[config.mk]
export PLATFORM = sky130hd
export DESIGN_NAME = plw_top
export DESIGN_NICKNAME = d
export VERILOG_FILES = /design/src/hdl/plw_pkg.sv /design/src/hdl/plw_counter.sv /design/src/hdl/plw_tick_gate.sv /design/src/hdl/plw_top.sv
export SDC_FILE = /design/constraint.sdc
export NUM_CORES = 1
export LEC_CHECK = 0
export BUFFER_PORTS_ARGS = -buffer_cell sky130_fd_sc_hd__buf_2
export CAP_MARGIN = 15
export CORE_MARGIN = 2
export CORE_UTILIZATION = 59
export DETAILED_ROUTE_END_ITERATION = 8
export HOLD_SLACK_MARGIN = 0.08
export PLACE_DENSITY = 0.83
export SLEW_MARGIN = 15
export SYNTH_ARGS = -nofsm -noshare
export SYNTH_HDL_FRONTEND = slang
export SYNTH_SLANG_ARGS = --single-unit
[constraint.sdc]
create_clock -name i_clk_sys -period 5.5 [get_ports i_clk_sys]
set_input_delay 0.825 -clock i_clk_sys [delete_from_list [all_inputs] [get_ports i_clk_sys]]
set_output_delay 0.825 -clock i_clk_sys [all_outputs]
set_load 0.01 [all_outputs]
[src/hdl/plw_pkg.sv]
package plw_pkg;

  // -----------------------------------------------------------------
  // register offsets
  // -----------------------------------------------------------------
  localparam logic [7:0] PLW_OFS_MODE    = 8'h98; // watchdog_mode_register
  localparam logic [7:0] PLW_OFS_RESTART = 8'h99; // watchdog_restart_register
  localparam logic [7:0] PLW_OFS_CAUSE   = 8'ha0; // reset_cause_register
  localparam logic [7:0] PLW_OFS_STAT    = 8'ha1; // interrupt status, write one to clear
  localparam logic [7:0] PLW_OFS_MASK    = 8'ha2; // interrupt mask

  // -----------------------------------------------------------------
  // values and field positions
  // -----------------------------------------------------------------
  localparam logic [7:0] PLW_MODE_RST    = 8'h67; // mode register after reset
  localparam logic [2:0] PLW_MODE_FIXED  = 3'h3;  // bits 7:5 always read 011
  localparam logic [1:0] PLW_CS_RST      = 2'h0;  // low-speed clock
  localparam logic [2:0] PLW_PS_RST      = 3'h7;  // longest period
  localparam logic [7:0] PLW_RESTART_KEY = 8'hac; // restart code
  localparam logic [7:0] PLW_RESTART_RD  = 8'h9a; // restart register read value
  localparam int         PLW_CAUSE_BIT   = 4;     // watchdog reset cause bit
  localparam int         PLW_EV_W        = 3;     // interrupt event count
  localparam int         PLW_EV_OVF      = 0;     // counter overflow
  localparam int         PLW_EV_RESTART  = 1;     // accepted restart
  localparam int         PLW_EV_ILLEGAL  = 2;     // illegal access
  localparam logic [4:0] PLW_LS_EXP_MIN  = 5'd11; // low-speed shortest exponent
  localparam logic [4:0] PLW_XT_EXP_MIN  = 5'd13; // crystal shortest exponent
  localparam int         PLW_CNT_W       = 20;    // counter width

  // -----------------------------------------------------------------
  // clock source
  // -----------------------------------------------------------------
  typedef enum logic [1:0] {
    PLW_SRC_LS,
    PLW_SRC_XT,
    PLW_SRC_OFF
  } plw_src_t;

  // clock-select field to source
  function automatic plw_src_t plw_decode_src(input logic [1:0] cs);
    plw_src_t s;
    s = PLW_SRC_LS;
    if (cs[1]) begin
      s = PLW_SRC_OFF;
    end else if (cs[0]) begin
      s = PLW_SRC_XT;
    end
    return s;
  endfunction

endpackage

[src/hdl/plw_counter.sv]
`timescale 1ns/1ns
module plw_counter #(
  parameter int CNT_W = plw_pkg::PLW_CNT_W
) (
  input  wire logic             i_clk_sys, // system clock
  input  wire logic             i_srst,    // sync reset
  input  wire logic             i_tick,    // count enable tick
  input  wire logic             i_clr,     // clear counter
  input  wire logic             i_use_xt,  // crystal period table
  input  wire logic [2:0]       i_period,  // period select
  output logic      [CNT_W-1:0] o_count,   // counter value
  output logic                  o_ovf      // overflow pulse
);

  logic [4:0]       top_idx;
  logic [CNT_W-1:0] mask;

  // ---------------------------------------------------------------
  // period decode
  // ---------------------------------------------------------------
  // highest bit index of the selected period
  assign top_idx = (i_use_xt ? plw_pkg::PLW_XT_EXP_MIN : plw_pkg::PLW_LS_EXP_MIN)
                   + {2'b00, i_period} - 5'd1;

  // ones up to the top bit
  for (genvar g = 0; g < CNT_W; g++) begin : g_mask
    assign mask[g] = (5'(g) <= top_idx);
  end

  // overflow when the low bits are all ones on a tick
  assign o_ovf = i_tick && ((o_count & mask) == mask);

  // ---------------------------------------------------------------
  // counter
  // ---------------------------------------------------------------
  // free-running, clear wins over a tick
  always_ff @(posedge i_clk_sys) begin
    if (i_srst || i_clr) begin
      o_count <= '0;
    end else if (i_tick) begin
      o_count <= o_count + CNT_W'(1);
    end
  end

endmodule // plw_counter

[src/hdl/plw_tick_gate.sv]
`timescale 1ns/1ns
module plw_tick_gate (
  input  wire logic              i_fixed,      // low-speed oscillator cannot stop
  input  wire plw_pkg::plw_src_t i_src,        // selected source
  input  wire logic              i_ls_tick,    // low-speed clock tick
  input  wire logic              i_xt_tick,    // crystal clock tick
  input  wire logic              i_xt_stopped, // crystal clock stopped
  input  wire logic              i_cpu_pause,  // cpu pause mode
  input  wire logic              i_deep_sleep, // deep sleep mode
  input  wire logic              i_osc_stab,   // oscillation stabilisation wait
  input  wire logic              i_cpu_on_xt,  // cpu runs on crystal clock
  input  wire logic              i_sw_ls_stop, // software stopped low-speed osc
  output logic                   o_tick        // gated counter tick
);

  // ---------------------------------------------------------------
  // tick selection and gating
  // ---------------------------------------------------------------
  // fixed mode never gates the low-speed tick
  always_comb begin
    o_tick = 1'b0;
    if (i_fixed) begin
      o_tick = i_ls_tick;
    end else begin
      unique case (i_src)
        plw_pkg::PLW_SRC_XT: begin
          o_tick = i_xt_tick && !i_xt_stopped && !i_cpu_pause
                   && !i_deep_sleep && !i_osc_stab;
        end
        plw_pkg::PLW_SRC_LS: begin
          o_tick = i_ls_tick && !i_cpu_pause && !i_deep_sleep
                   && !(i_cpu_on_xt && i_sw_ls_stop);
        end
        default: begin
          o_tick = 1'b0; // stopped source
        end
      endcase
    end
  end

endmodule // plw_tick_gate

[src/hdl/plw_top.sv]
// The register addresses and strobed register access were left to the implementer.
`timescale 1ns/1ns
// Contract
// - overflow raises internal chip reset
// - watchdog reset sets cause bit 4
// - low-speed period 2^11 to 2^18
// - crystal period 2^13 to 2^20
// - option setting picks watchdog mode
// - fixed mode: low-speed clock, never stops
// - stoppable mode: crystal, low-speed or stopped
// - start at reset: low-speed, longest period
// - fixed mode: period changeable once
// - stoppable mode: source and period once
// - crystal tick gated in pause, sleep, stabilise
// - low-speed tick gated in pause, sleep
// - fixed mode oscillator runs except reset
// - restart with ac; else reset; reads 9a
// - second mode write causes reset
// - mode resets to 67, field layout
// - mode write clears counter; fixed ignores select
module plw_top #(
  parameter int CNT_W = plw_pkg::PLW_CNT_W
) (
  input  wire logic       i_clk_sys,     // system clock, 10 MHz
  input  wire logic       i_srst,        // sync reset, active high
  input  wire logic       i_por,         // power-on reset, clears cause flag
  input  wire logic       i_opt_ls_fixed,// option: low-speed osc cannot stop
  input  wire logic       i_ls_tick,     // low-speed clock tick
  input  wire logic       i_xt_tick,     // crystal clock tick
  input  wire logic       i_xt_stopped,  // crystal clock stopped
  input  wire logic       i_cpu_pause,   // cpu pause mode
  input  wire logic       i_deep_sleep,  // deep sleep mode
  input  wire logic       i_osc_stab,    // oscillation stabilisation wait
  input  wire logic       i_cpu_on_xt,   // cpu runs on crystal clock
  input  wire logic       i_sw_ls_stop,  // software low-speed osc stop
  input  wire logic [7:0] i_addr,        // register address
  input  wire logic [7:0] i_wdata,       // write data
  input  wire logic       i_wr,          // write strobe
  input  wire logic       i_rd,          // read strobe
  input  wire logic       i_bitop,       // write is a single-bit operation
  output logic      [7:0] o_rdata,       // read data, cycle after strobe
  output logic            o_int_reset,   // internal reset request
  output logic            o_irq,         // interrupt, level
  output logic            o_ls_osc_run   // low-speed oscillator enable
);

  logic                         fixed_reg;
  logic [1:0]                   cs_reg;
  logic [2:0]                   ps_reg;
  logic                         written_reg;
  logic                         rst_req_reg;
  logic                         cause_reg;
  logic [plw_pkg::PLW_EV_W-1:0] stat_reg;
  logic [plw_pkg::PLW_EV_W-1:0] mask_reg;
  logic [plw_pkg::PLW_EV_W-1:0] ev;
  logic [7:0]                   rdata_reg;
  logic [7:0]                   mode_val;
  logic [CNT_W-1:0]             count;
  logic                         hit_mode;
  logic                         hit_rst;
  logic                         mode_acc;
  logic                         mode_bad;
  logic                         rst_good;
  logic                         rst_bad;
  logic                         ovf;
  logic                         tick;
  plw_pkg::plw_src_t            src;

  // -----------------------------------------------------------------
  // address decode and access classes
  // -----------------------------------------------------------------
  assign hit_mode = (i_addr == plw_pkg::PLW_OFS_MODE);
  assign hit_rst  = (i_addr == plw_pkg::PLW_OFS_RESTART);
  // first full-byte write of the mode register
  assign mode_acc = i_wr && hit_mode && !i_bitop && !written_reg;
  // any later write attempt
  assign mode_bad = i_wr && hit_mode && written_reg;
  assign rst_good = i_wr && hit_rst && !i_bitop
                    && (i_wdata == plw_pkg::PLW_RESTART_KEY);
  assign rst_bad  = i_wr && hit_rst
                    && (i_bitop || (i_wdata != plw_pkg::PLW_RESTART_KEY));
  assign mode_val = {plw_pkg::PLW_MODE_FIXED, cs_reg, ps_reg};

  // -----------------------------------------------------------------
  // option capture
  // -----------------------------------------------------------------
  // mode option latched while reset is held
  always_ff @(posedge i_clk_sys) begin
    if (i_srst) begin
      fixed_reg <= i_opt_ls_fixed;
    end
  end

  // oscillator stays on in fixed mode, off only in reset
  assign o_ls_osc_run = !i_srst && (fixed_reg || !i_sw_ls_stop);

  // -----------------------------------------------------------------
  // mode register, write once
  // -----------------------------------------------------------------
  always_ff @(posedge i_clk_sys) begin
    if (i_srst) begin
      cs_reg      <= plw_pkg::PLW_CS_RST;
      ps_reg      <= plw_pkg::PLW_PS_RST;
      written_reg <= 1'b0;
    end else if (mode_acc) begin
      written_reg <= 1'b1;
      ps_reg      <= i_wdata[2:0];
      // select bits ignored in fixed mode
      cs_reg      <= fixed_reg ? plw_pkg::PLW_CS_RST : i_wdata[4:3];
    end
  end

  // -----------------------------------------------------------------
  // clock source, gating and counter
  // -----------------------------------------------------------------
  assign src = plw_pkg::plw_decode_src(fixed_reg ? plw_pkg::PLW_CS_RST : cs_reg);

  plw_tick_gate u_gate (
    .i_fixed      (fixed_reg),
    .i_src        (src),
    .i_ls_tick    (i_ls_tick),
    .i_xt_tick    (i_xt_tick),
    .i_xt_stopped (i_xt_stopped),
    .i_cpu_pause  (i_cpu_pause),
    .i_deep_sleep (i_deep_sleep),
    .i_osc_stab   (i_osc_stab),
    .i_cpu_on_xt  (i_cpu_on_xt),
    .i_sw_ls_stop (i_sw_ls_stop),
    .o_tick       (tick)
  );

  // restart and mode write both clear the count
  plw_counter #(
    .CNT_W (CNT_W)
  ) u_cnt (
    .i_clk_sys (i_clk_sys),
    .i_srst    (i_srst),
    .i_tick    (tick),
    .i_clr     (rst_good || mode_acc),
    .i_use_xt  (src == plw_pkg::PLW_SRC_XT),
    .i_period  (ps_reg),
    .o_count   (count),
    .o_ovf     (ovf)
  );

  // -----------------------------------------------------------------
  // internal reset request and cause flag
  // -----------------------------------------------------------------
  // held until the system reset comes back
  always_ff @(posedge i_clk_sys) begin
    if (i_srst) begin
      rst_req_reg <= 1'b0;
    end else if (ovf || rst_bad || mode_bad) begin
      rst_req_reg <= 1'b1;
    end
  end
  assign o_int_reset = rst_req_reg;

  // survives the reset it caused; set wins over a write clear, power-on reset wins over set
  always_ff @(posedge i_clk_sys) begin
    if (i_por) begin
      cause_reg <= 1'b0;
    end else if (rst_req_reg) begin
      cause_reg <= 1'b1;
    end else if (!i_srst && i_wr && !i_bitop && (i_addr == plw_pkg::PLW_OFS_CAUSE)
                 && i_wdata[plw_pkg::PLW_CAUSE_BIT]) begin
      cause_reg <= 1'b0;
    end
  end

  // -----------------------------------------------------------------
  // interrupt status and mask
  // -----------------------------------------------------------------
  assign ev[plw_pkg::PLW_EV_OVF]     = ovf;
  assign ev[plw_pkg::PLW_EV_RESTART] = rst_good;
  assign ev[plw_pkg::PLW_EV_ILLEGAL] = rst_bad || mode_bad;

  // sticky bits, write one clears, event wins
  always_ff @(posedge i_clk_sys) begin
    if (i_srst) begin
      stat_reg <= '0;
    end else if (i_wr && (i_addr == plw_pkg::PLW_OFS_STAT)) begin
      stat_reg <= (stat_reg & ~i_wdata[plw_pkg::PLW_EV_W-1:0]) | ev;
    end else begin
      stat_reg <= stat_reg | ev;
    end
  end

  always_ff @(posedge i_clk_sys) begin
    if (i_srst) begin
      mask_reg <= '0;
    end else if (i_wr && (i_addr == plw_pkg::PLW_OFS_MASK)) begin
      mask_reg <= i_wdata[plw_pkg::PLW_EV_W-1:0];
    end
  end

  assign o_irq = |(stat_reg & mask_reg);

  // -----------------------------------------------------------------
  // read data
  // -----------------------------------------------------------------
  // one cycle after the strobe, zero otherwise
  always_ff @(posedge i_clk_sys) begin
    if (i_srst || !i_rd) begin
      rdata_reg <= 8'h00;
    end else begin
      unique case (i_addr)
        plw_pkg::PLW_OFS_MODE:    rdata_reg <= mode_val;
        plw_pkg::PLW_OFS_RESTART: rdata_reg <= plw_pkg::PLW_RESTART_RD;
        plw_pkg::PLW_OFS_CAUSE:   rdata_reg <= 8'(cause_reg) << plw_pkg::PLW_CAUSE_BIT;
        plw_pkg::PLW_OFS_STAT:    rdata_reg <= 8'(stat_reg);
        plw_pkg::PLW_OFS_MASK:    rdata_reg <= 8'(mask_reg);
        default:                  rdata_reg <= 8'h00;
      endcase
    end
  end
  assign o_rdata = rdata_reg;
endmodule // plw_top

# --- Yosys cells after proc, flatten, opt, wreduce, memory -nomap -nowiden ---
# Index checks and enable logic that the tools add are counted.
word_totals:
  input_bits: 31
  register_bits: 43
  out_inout_bits: 11
  wordCells: 104
op_classes:
  mux: 11
  eq_ne: 9
  n_reduce_logical: 45
  magnitude_cmp: 20
  addsub: 3
  bitwise: 6
ops:
  columns: ["cell", "n"]
  rows:
  - ["$eq A8 B8 Y1 const B", 6]
  - ["$le A4 B5 Y1 const A", 8]
  - ["$pmux W8 S5", 1]
  - ["$logic_and A1 B1 Y1", 24]
  - ["$add A20 B1 Y20 const B", 1]
  - ["$and A20 B20 Y20", 1]
  - ["$eq A20 B20 Y1", 1]
  - ["$le A3 B5 Y1 const A", 4]
  - ["$le A5 B5 Y1 const A", 4]
  - ["$le A1 B5 Y1 const A", 2]
  - ["$le A2 B5 Y1 const A", 2]
  - ["$logic_not A1 Y1", 10]
  - ["$logic_or A1 B1 Y1", 8]
  - ["$ne A8 B8 Y1 const B", 1]
  - ["$and A3 B3 Y3", 2]
  - ["$mux W2", 3]
  - ["$mux W3", 2]
  - ["$or A3 B3 Y3", 2]
  - ["$add A5 B3 Y5", 1]
  - ["$sub A5 B1 Y5 const B", 1]
  - ["$mux W1", 4]
  - ["$not A3 Y3", 1]
  - ["$reduce_or A3 Y1", 1]
  - ["$eq A2 B1 Y1 const B", 1]
  - ["3 further kinds", 3]

# --- Logic depth before layout (Yosys ltp) ---
# Gate-level depths: netlist of run 1.
depth:
  ltp_word: 13
  ltp_mapped: 9
  depth_no_buf: 9

# --- Cells and area by module ---
# Synthesis of run 1 repeated with hierarchy kept, for this count alone.
unflattened:
  hier_cells: 258
  area_unflattened_um2: 2227.1
by_module_without_submodules:
  columns: ["mod", "instances", "seq_area_each_um2", "area_each_um2", "cells_each"]
  rows:
  - ["plw_top", 1, 450.4, 1102.3, 119]
  - ["plw_counter", 1, 400.4, 1081.0, 133]
  - ["plw_tick_gate", 1, 0.0, 43.8, 6]

# --- Worst setup path after synthesis of run 1 ---
# Ideal clock, no wire load.
synth_path:
  kind: "input to register"
  start: "input i_addr[2]"
  end: "register cs_reg[0]"
  t_arrival_ns: 2.278
  t_required_ns: 5.429
  setup_time_ns: 0.071
  slack_ns: 3.151
  n_path_buf: 1
  path_stages: 6
  path_cell_list: "or3b_4 > nor3_4 > nand3_1 > buf_2 > or3b_1 > a21oi_1"
synth_via:
  elab_chain_cells: 4
synth_rtl:
  columns: ["item", "line", "rtl"]
  rows:
  - ["start, declared", "plw_top.sv:36", "input wire logic [7:0] i_addr,"]
  - ["$eq A8 B8 Y1", "plw_top.sv:72", "assign hit_mode = (i_addr == plw_pkg::PLW_OFS_MODE);"]
  - ["$logic_and A1 B1 Y1 (3 in a row)", "plw_top.sv:75", "assign mode_acc = i_wr && hit_mode && !i_bitop && !written_reg;"]
  - ["end signal, assigned", "plw_top.sv:102", "cs_reg <= plw_pkg::PLW_CS_RST;"]
  - ["end signal, assigned", "plw_top.sv:109", "cs_reg <= fixed_reg ? plw_pkg::PLW_CS_RST : i_wdata[4:3];"]
  - ["end, declared", "plw_top.sv:48", "logic [1:0] cs_reg;"]
# Every way passes these cells.
# A chain may end at the register's enable or synchronous reset.

# --- Final worst setup path of run 1 ---
layout_path:
  start: "input i_addr[2]"
  end: "register cs_reg[1]"
# Same word-level chain as after synthesis.

==> impl_metrics.csv, run 1 <==
group,metric,value,unit
floorplanning,core,3630,sq um
timing,setup_ws,3.01,ns
finish,final_cell_mix,"dfxtp_1, buf_2, a21oi_1",
logic_synthesis,syn_inst,262,
setup_path,endpoint_kind,"flop",
floorplanning,initial_utilization,60.9,%
timing,maxSlewViolCount,0,
clock_network,cts_tree,"done",
floorplanning,rows,22,
finish,largest_register_ffs,20,
global_routing,grt_use_total,25.0,%
setup_path,crit_fanout,11,
hold_path,min-delay-path-class,"flop to flop",
setup_path,cp.arrival,2.72,ns
route,first_iter_violations,146,
timing,slew_headroom,43.6,%
clock_network,numCtsBuffers,5,
timing,finClkSkew,0.00825,ns
logic_synthesis,async_flop_share,0,%
power_and_ir_drop,peakVddDrop,169,uV
placement,hpwl,3.58,mm
hold_path,whs_path_depth,2,
timing,holdWs,0.457,ns
floorplanning,top_level_ports,42,
logic_synthesis,avgSynthCellArea,8.45,sq um
hold_path,whs_endpoint,"written_reg",
route,dr.pass1.iters,4,
setup_path,startpoint_type,"input pin",
flow_run,drv_cap,0,
global_routing,grt_pass1_vias,1906,
setup_path,worstPathCellList,"buf_2, or3b_4, nor3_4, nand3_1, or3b_2, a21oi_1",
clock_network,root_buffer,"clkbuf_8",
setup_path,worstPathRequired,5.74,ns
clock_network,cts_resized,0,
global_routing,grt_overflow,0,
route,routed_wl,4.84,mm
setup_path,reg2reg_depth,9,
clock_network,clk_latency,0.30,ns
placement,gp_congestion,0.848,
logic_synthesis,yosys_warnings,0,
clock_network,clkTransAtPathRegs,0.08,ns
finish,drive_above_1_share,19.2,%
power_and_ir_drop,p_leak,0.950,nW
route,viasPerCell,6.01,
logic_synthesis,yosysUniqueCellTypes,54,
timing,fmax,402,MHz
timing,fin_crit,2.49,ns
route,postRouteAntennaNets,0,
finish,synthToLayoutAreaGrowth,15.5,%
timing,final-hold-violation-count,0,
finish,regMostFlops,"u_cnt.o_count",
setup_path,r2r_end,"stat_reg[0]",
logic_synthesis,yosysSeqAreaShare,38.4,%
timing,fin_crit_sh,45.2,%
global_routing,grt_pass1_wl,8.31,mm
route,vias,2105,
setup_path,worst-setup-path-type,"input pin to flop",
logic_synthesis,ys.flop_type,"dfxtp_1",
placement,placed_cells,342,
timing,rsz0062_at_grt,"no",
power_and_ir_drop,p_per_area,243,nW/um^2
timing,tns,0,ns
global_routing,antenna_found_initial,0,
hold_path,min_from,"written_reg",
power_and_ir_drop,power,622,uW
floorplanning,dieHeight,65.3,microns
clock_network,hold_buffers,0,
clock_network,clockBufferDepth,2,
setup_path,reg2reg_from,"fixed_reg",
setup_path,slowest_delay,0.54,ns
finish,n_antenna_cell,0,
timing,setup_viol,0,
setup_path,critical-path-slowest-cell,"or3b_2",
finish,instances_no_fill,350,
route,wire_per_inst,13.8,microns
logic_synthesis,synth-edff-count,1,
placement,io_buffers,41,
clock_network,cts_setup_buffers,0,
logic_synthesis,ys_seq_elements,42,
outcome,status,"completed",
clock_network,h-tree-depth,2,
logic_synthesis,syn_nets,296,
floorplanning,die_x,65.3,microns
clock_network,cts_sinks,42,
timing,worst_pin_slew,0.846,ns
route,drc,0,
finish,final_nets,335,
global_routing,grt_max_degree,26,
placement,place_ws,2.73,ns
setup_path,r2r_setup_slack,3.15,ns
floorplanning,die-area,4260,sq um
logic_synthesis,synth_area,2210,sq um
## layer usage
| metal | share of wire, % | track usage (%) |
|---|---|---|
| met5 | 0 | 0 |
| met1 | 44 | 30.3 |
| met2 | 49 | 43.4 |
| met4 | 1.4 | 8.07 |
| met3 | 5.9 | 5.99 |
## cell families after synthesis
group,share of synthesized area [%]
compound gates,20.1
xor+xnor,0.792
fa+ha+maj,2.03
buf+inv,3.62
flops,38.4
mux,2.26
simple gates,32.7
## worst max path at each step
| stage | start | endpoint | slack (ns) | depth (start not counted) |
|---|---|---|---|---|
| CTS | i_addr[2] | cs_reg[1] | 3.05 | 6 |
| global placement | i_addr[2] | u_cnt.o_count[15] | 2.76 | 6 |
| finish | i_addr[2] | cs_reg[1] | 3.01 | 6 |
| global route | fixed_reg | stat_reg[0] | 2.85 | 9 |
| detailed placement | i_addr[2] | cs_reg[1] | 2.73 | 6 |
| floorplan | i_addr[2] | cs_reg[0] | 3.15 | 6 |
## report_power, final
part / switching [mW] / internal (mW)
registers: 0.00739 / 0.312
logic: 0.0316 / 0.0236
clock network: 0.112 / 0.135
total: 0.151 / 0.471
## synth_stat cells (7+ instances only)
library cell	n	area [sq um]
dfxtp_1	41	821
a21oi_1	28	140
nor2_1	22	82.6
nand2_1	17	63.8
o21ai_0	14	70.1
nand4_1	11	68.8
or3_1	11	68.8
inv_1	10	37.5
nand3_1	9	45.0
or4_1	9	67.6
clkbuf_1	8	30.0
nor2b_1	7	43.8
## per-stage QoR
| step | cell area (sq um) | util, % |
|---|---|---|
| detailed placement | 2440 | 67.3 |
| floorplan | 2210 | - |
| finish | 2560 | 70.4 |
| CTS | 2560 | 70.4 |
| global placement | 2440 | 67.3 |
| global route | 2560 | 70.4 |
## layout make-up
cell class / instances / area, sq um
clock buffers: 5 / 68.8
well taps: 48 / 60.1
flip-flops and latches: 42 / 851
inverters: 10 / 37.5
multi-input cells: 200 / 1280
clock inverters: 3 / 43.8
repair buffers: 42 / 213
fillers: 305 / 1080
## critical path, delay by kind of cell
kind	cells	cell delay, ns
and+or+nand+nor	4	1.65
buffers and inverters	1	0.09
AOI/OAI and AO/OA	1	0.14
No activity file was read; power rests on OpenSTA's default activity.
==> run 2: changes to the inputs <==
Settings changed: ABC_AREA set to 1, CORE_UTILIZATION 59 to 56, PLACE_DENSITY 0.83 to 0.79.
Clock period 5.5 ns to 2.3 ns, I/O delays scaled along.
==> run 2 against run 1 <==
Net effect:
- clock skew up 0.0020 ns
- global-route usage decreased by 1.0 points
- total power increased by 110%
- area after synthesis is 10% higher
- first-iteration DRC count shrank 21%
- critical path type is now flop to flop
- hold slack worse by 0.25 ns
- largest cell class unchanged
==> impl_metrics.csv, run 2 <==
group,metric,value,unit
outcome,status,"completed",
timing,final-hold-violation-count,0,
clock_network,clkTransAtPathRegs,0.08,ns
floorplanning,core,4260,sq um
clock_network,numCtsBuffers,5,
timing,tns,0,ns
setup_path,crit_start,"fixed_reg",
global_routing,use_met2,38.2,%
route,routed_wl,5.51,mm
floorplanning,top_level_ports,42,
setup_path,crit_fanout,4,
timing,setup_viol,0,
timing,fin_crit_sh,92.8,%
finish,regArea,851,sq um
placement,io_buffers,41,
route,vias,2382,
timing,fmax,469,MHz
route,wire_per_inst,11.8,microns
floorplanning,dieHeight,70.1,microns
setup_path,worstPathRequired,2.53,ns
clock_network,h-tree-depth,2,
finish,instances_no_fill,468,
floorplanning,die_x,70.1,microns
finish,nFillCells,397,
power_and_ir_drop,power,1.31,mW
global_routing,use_met1,32.9,%
route,dr.pass1.iters,5,
setup_path,crit_end,"o_int_reset",
logic_synthesis,synth_area_leaders,"dfxtp_1, nand2_1, inv_1, nand3_1, nor2_1",
setup_path,r2r_end,"o_int_reset",
logic_synthesis,synth_area,2440,sq um
logic_synthesis,syn_inst,369,
setup_path,reg2reg_depth,13,
logic_synthesis,yosysTopAreaCell,"dfxtp_1",
clock_network,root_buffer,"clkbuf_8",
setup_path,reg2reg_from,"fixed_reg",
floorplanning,rows,24,
power_and_ir_drop,p_leak,1.33,nW
setup_path,startpoint_type,"flop",
route,drc,0,
clock_network,clk_latency,0.29,ns
logic_synthesis,ys_seq_elements,42,
floorplanning,initial_utilization,57.3,%
finish,drive_above_1_share,20.4,%
logic_synthesis,syn_nets,403,
finish,final_common_cell,"nand2_1",
global_routing,grt_pass1_vias,2173,
power_and_ir_drop,peakVddDrop,384,uV
finish,multiInputGateArea,1300,sq um
finish,regMostFlops,"u_cnt.o_count",
logic_synthesis,async_flop_share,0,%
timing,worst_pin_slew,0.516,ns
logic_synthesis,yosysUniqueCellTypes,33,
clock_network,clockBufferDepth,2,
setup_path,endpoint_kind,"flop",
clock_network,cts_tree,"done",
global_routing,grt_use_total,23.9,%
global_routing,grt_overflow,0,
power_and_ir_drop,p_per_area,469,nW/um^2
setup_path,r2r_setup_slack,0.17,ns
route,postRouteAntennaNets,0,
logic_synthesis,synth_most_common_cell,"nand2_1",
flow_run,drv_cap,0,
setup_path,cp.arrival,2.36,ns
timing,finClkSkew,0.0103,ns
logic_synthesis,avgSynthCellArea,6.63,sq um
global_routing,grt_max_degree,20,
logic_synthesis,yosys_warnings,0,
route,viasPerCell,5.09,
global_routing,antenna_found_initial,0,
logic_synthesis,ys.flop_type,"dfxtp_1",
clock_network,cts_sinks,42,
placement,gp_congestion,0.952,
finish,synthToLayoutAreaGrowth,14.0,%
logic_synthesis,synth_common_cells,"nand2_1, inv_1, dfxtp_1, nor2_1, nand3_1",
global_routing,grt_busiest_layer,"met2",
finish,largest_register_ffs,20,
route,first_iter_violations,116,
placement,hpwl,4.27,mm
timing,slew_headroom,65.5,%
timing,maxSlewViolCount,0,
logic_synthesis,synth_top_area_share,33.6,%
hold_path,min-delay-path-class,"input pin to flop",
logic_synthesis,synth-edff-count,1,
floorplanning,die-area,4910,sq um
placement,placed_cells,459,
logic_synthesis,yosysSeqAreaShare,34.8,%
global_routing,grt_pass1_wl,9.49,mm
setup_path,worst-setup-path-type,"flop to flop",
finish,n_antenna_cell,0,
global_routing,groute.layer.met3.usage,4.91,%
timing,fin_crit,2.13,ns
finish,final_cell_mix,"nand2_1, inv_1, dfxtp_1, buf_2, nor2_1",
finish,final_nets,449,
## run 2: cell count changes after synthesis, sizes merged, moves of 9 or more
cell   before  now
inv        10   71
nor2       22   49
or3        11    0
or4         9    0
nand2      17   94
nand3       9   43
a21oi      28   16
## run 2: logic make-up after synthesis
group	count (synthesis)	share of synthesized area (%)
AND/OR/NAND/NOR	202	39.7
buffers and inverters	76	12.7
AO/OA/AOI/OAI	43	9.88
flip-flops	42	34.8
XOR/XNOR	3	1.07
adder cells (fa/ha/maj)	3	1.84
## run 2: repair_timing
item | CTS | global route
resized for setup | 0 | 5
hold endpoints to repair | 0 | 0
hold buffers | 0 | 0
endpoints found under the setup margin | 0 | 2
buffers inserted | 0 | 1
## run 2: critical path: stages, from the launching register on
cell and delay [ns]:
edfxtp_1 0.40, inv_2 0.10, nand2_2 0.08, nor2_4 0.12
inv_1 0.05, ha_1 0.18, fa_1 0.47, inv_2 0.10
nand2_1 0.07, nand2_1 0.06, nand3_1 0.06, a21oi_1 0.12
nand3_1 0.12, a21oi_1 0.13
## run 2: stage by stage
step | hold WS, ns | setup WS, ns | cell area (sq um) | util, %
floorplan | 0.414 | 0.263 | 2440 | -
global placement | 0.464 | 0.130 | 2690 | 63.0
detailed placement | 0.463 | 0.0255 | 2690 | 63.0
CTS | 0.202 | 0.0151 | 2770 | 64.9
global route | 0.220 | -0.00497 | 2790 | 65.4
finish | 0.206 | 0.166 | 2790 | 65.4
## run 2: where the power goes
| part | total [mW] | switching, mW | internal (mW) | leakage [nW] |
|---|---|---|---|---|
| Sequential | 0.739 | 0.00465 | 0.735 | 0.340 |
| Combinational | 0.121 | 0.0775 | 0.0434 | 0.950 |
| Clock | 0.449 | 0.233 | 0.216 | 0.0395 |
| Total | 1.31 | 0.315 | 0.994 | 1.33 |
## run 2: routing by layer
metal | share of wire, % | vias up
met1 | 50 | 1071
met2 | 44 | 53
li1 | - | 1254
met3 | 5.5 | 4
met5 | 0 | -
met4 | 0.87 | 0
## run 2: cell type report
cell class	instances	share of cell area, %
clock buffers	8	2.87
well taps	52	2.33
repair buffers	44	8.17
inverters	71	9.56
multi-input cells	251	46.5
flip-flops and latches	42	30.5
## run 2: worst min-delay path by stage
| stage | to | slack (ns) | depth (start not counted) | from |
|---|---|---|---|---|
| detailed placement | cause_reg | 0.46 | 2 | cause_reg |
| finish | cause_reg | 0.21 | 2 | i_por |
| global route | cause_reg | 0.22 | 2 | i_por |
| floorplan | cause_reg | 0.41 | 1 | i_por |
| CTS | cause_reg | 0.20 | 2 | i_por |
| global placement | cause_reg | 0.46 | 2 | cause_reg |
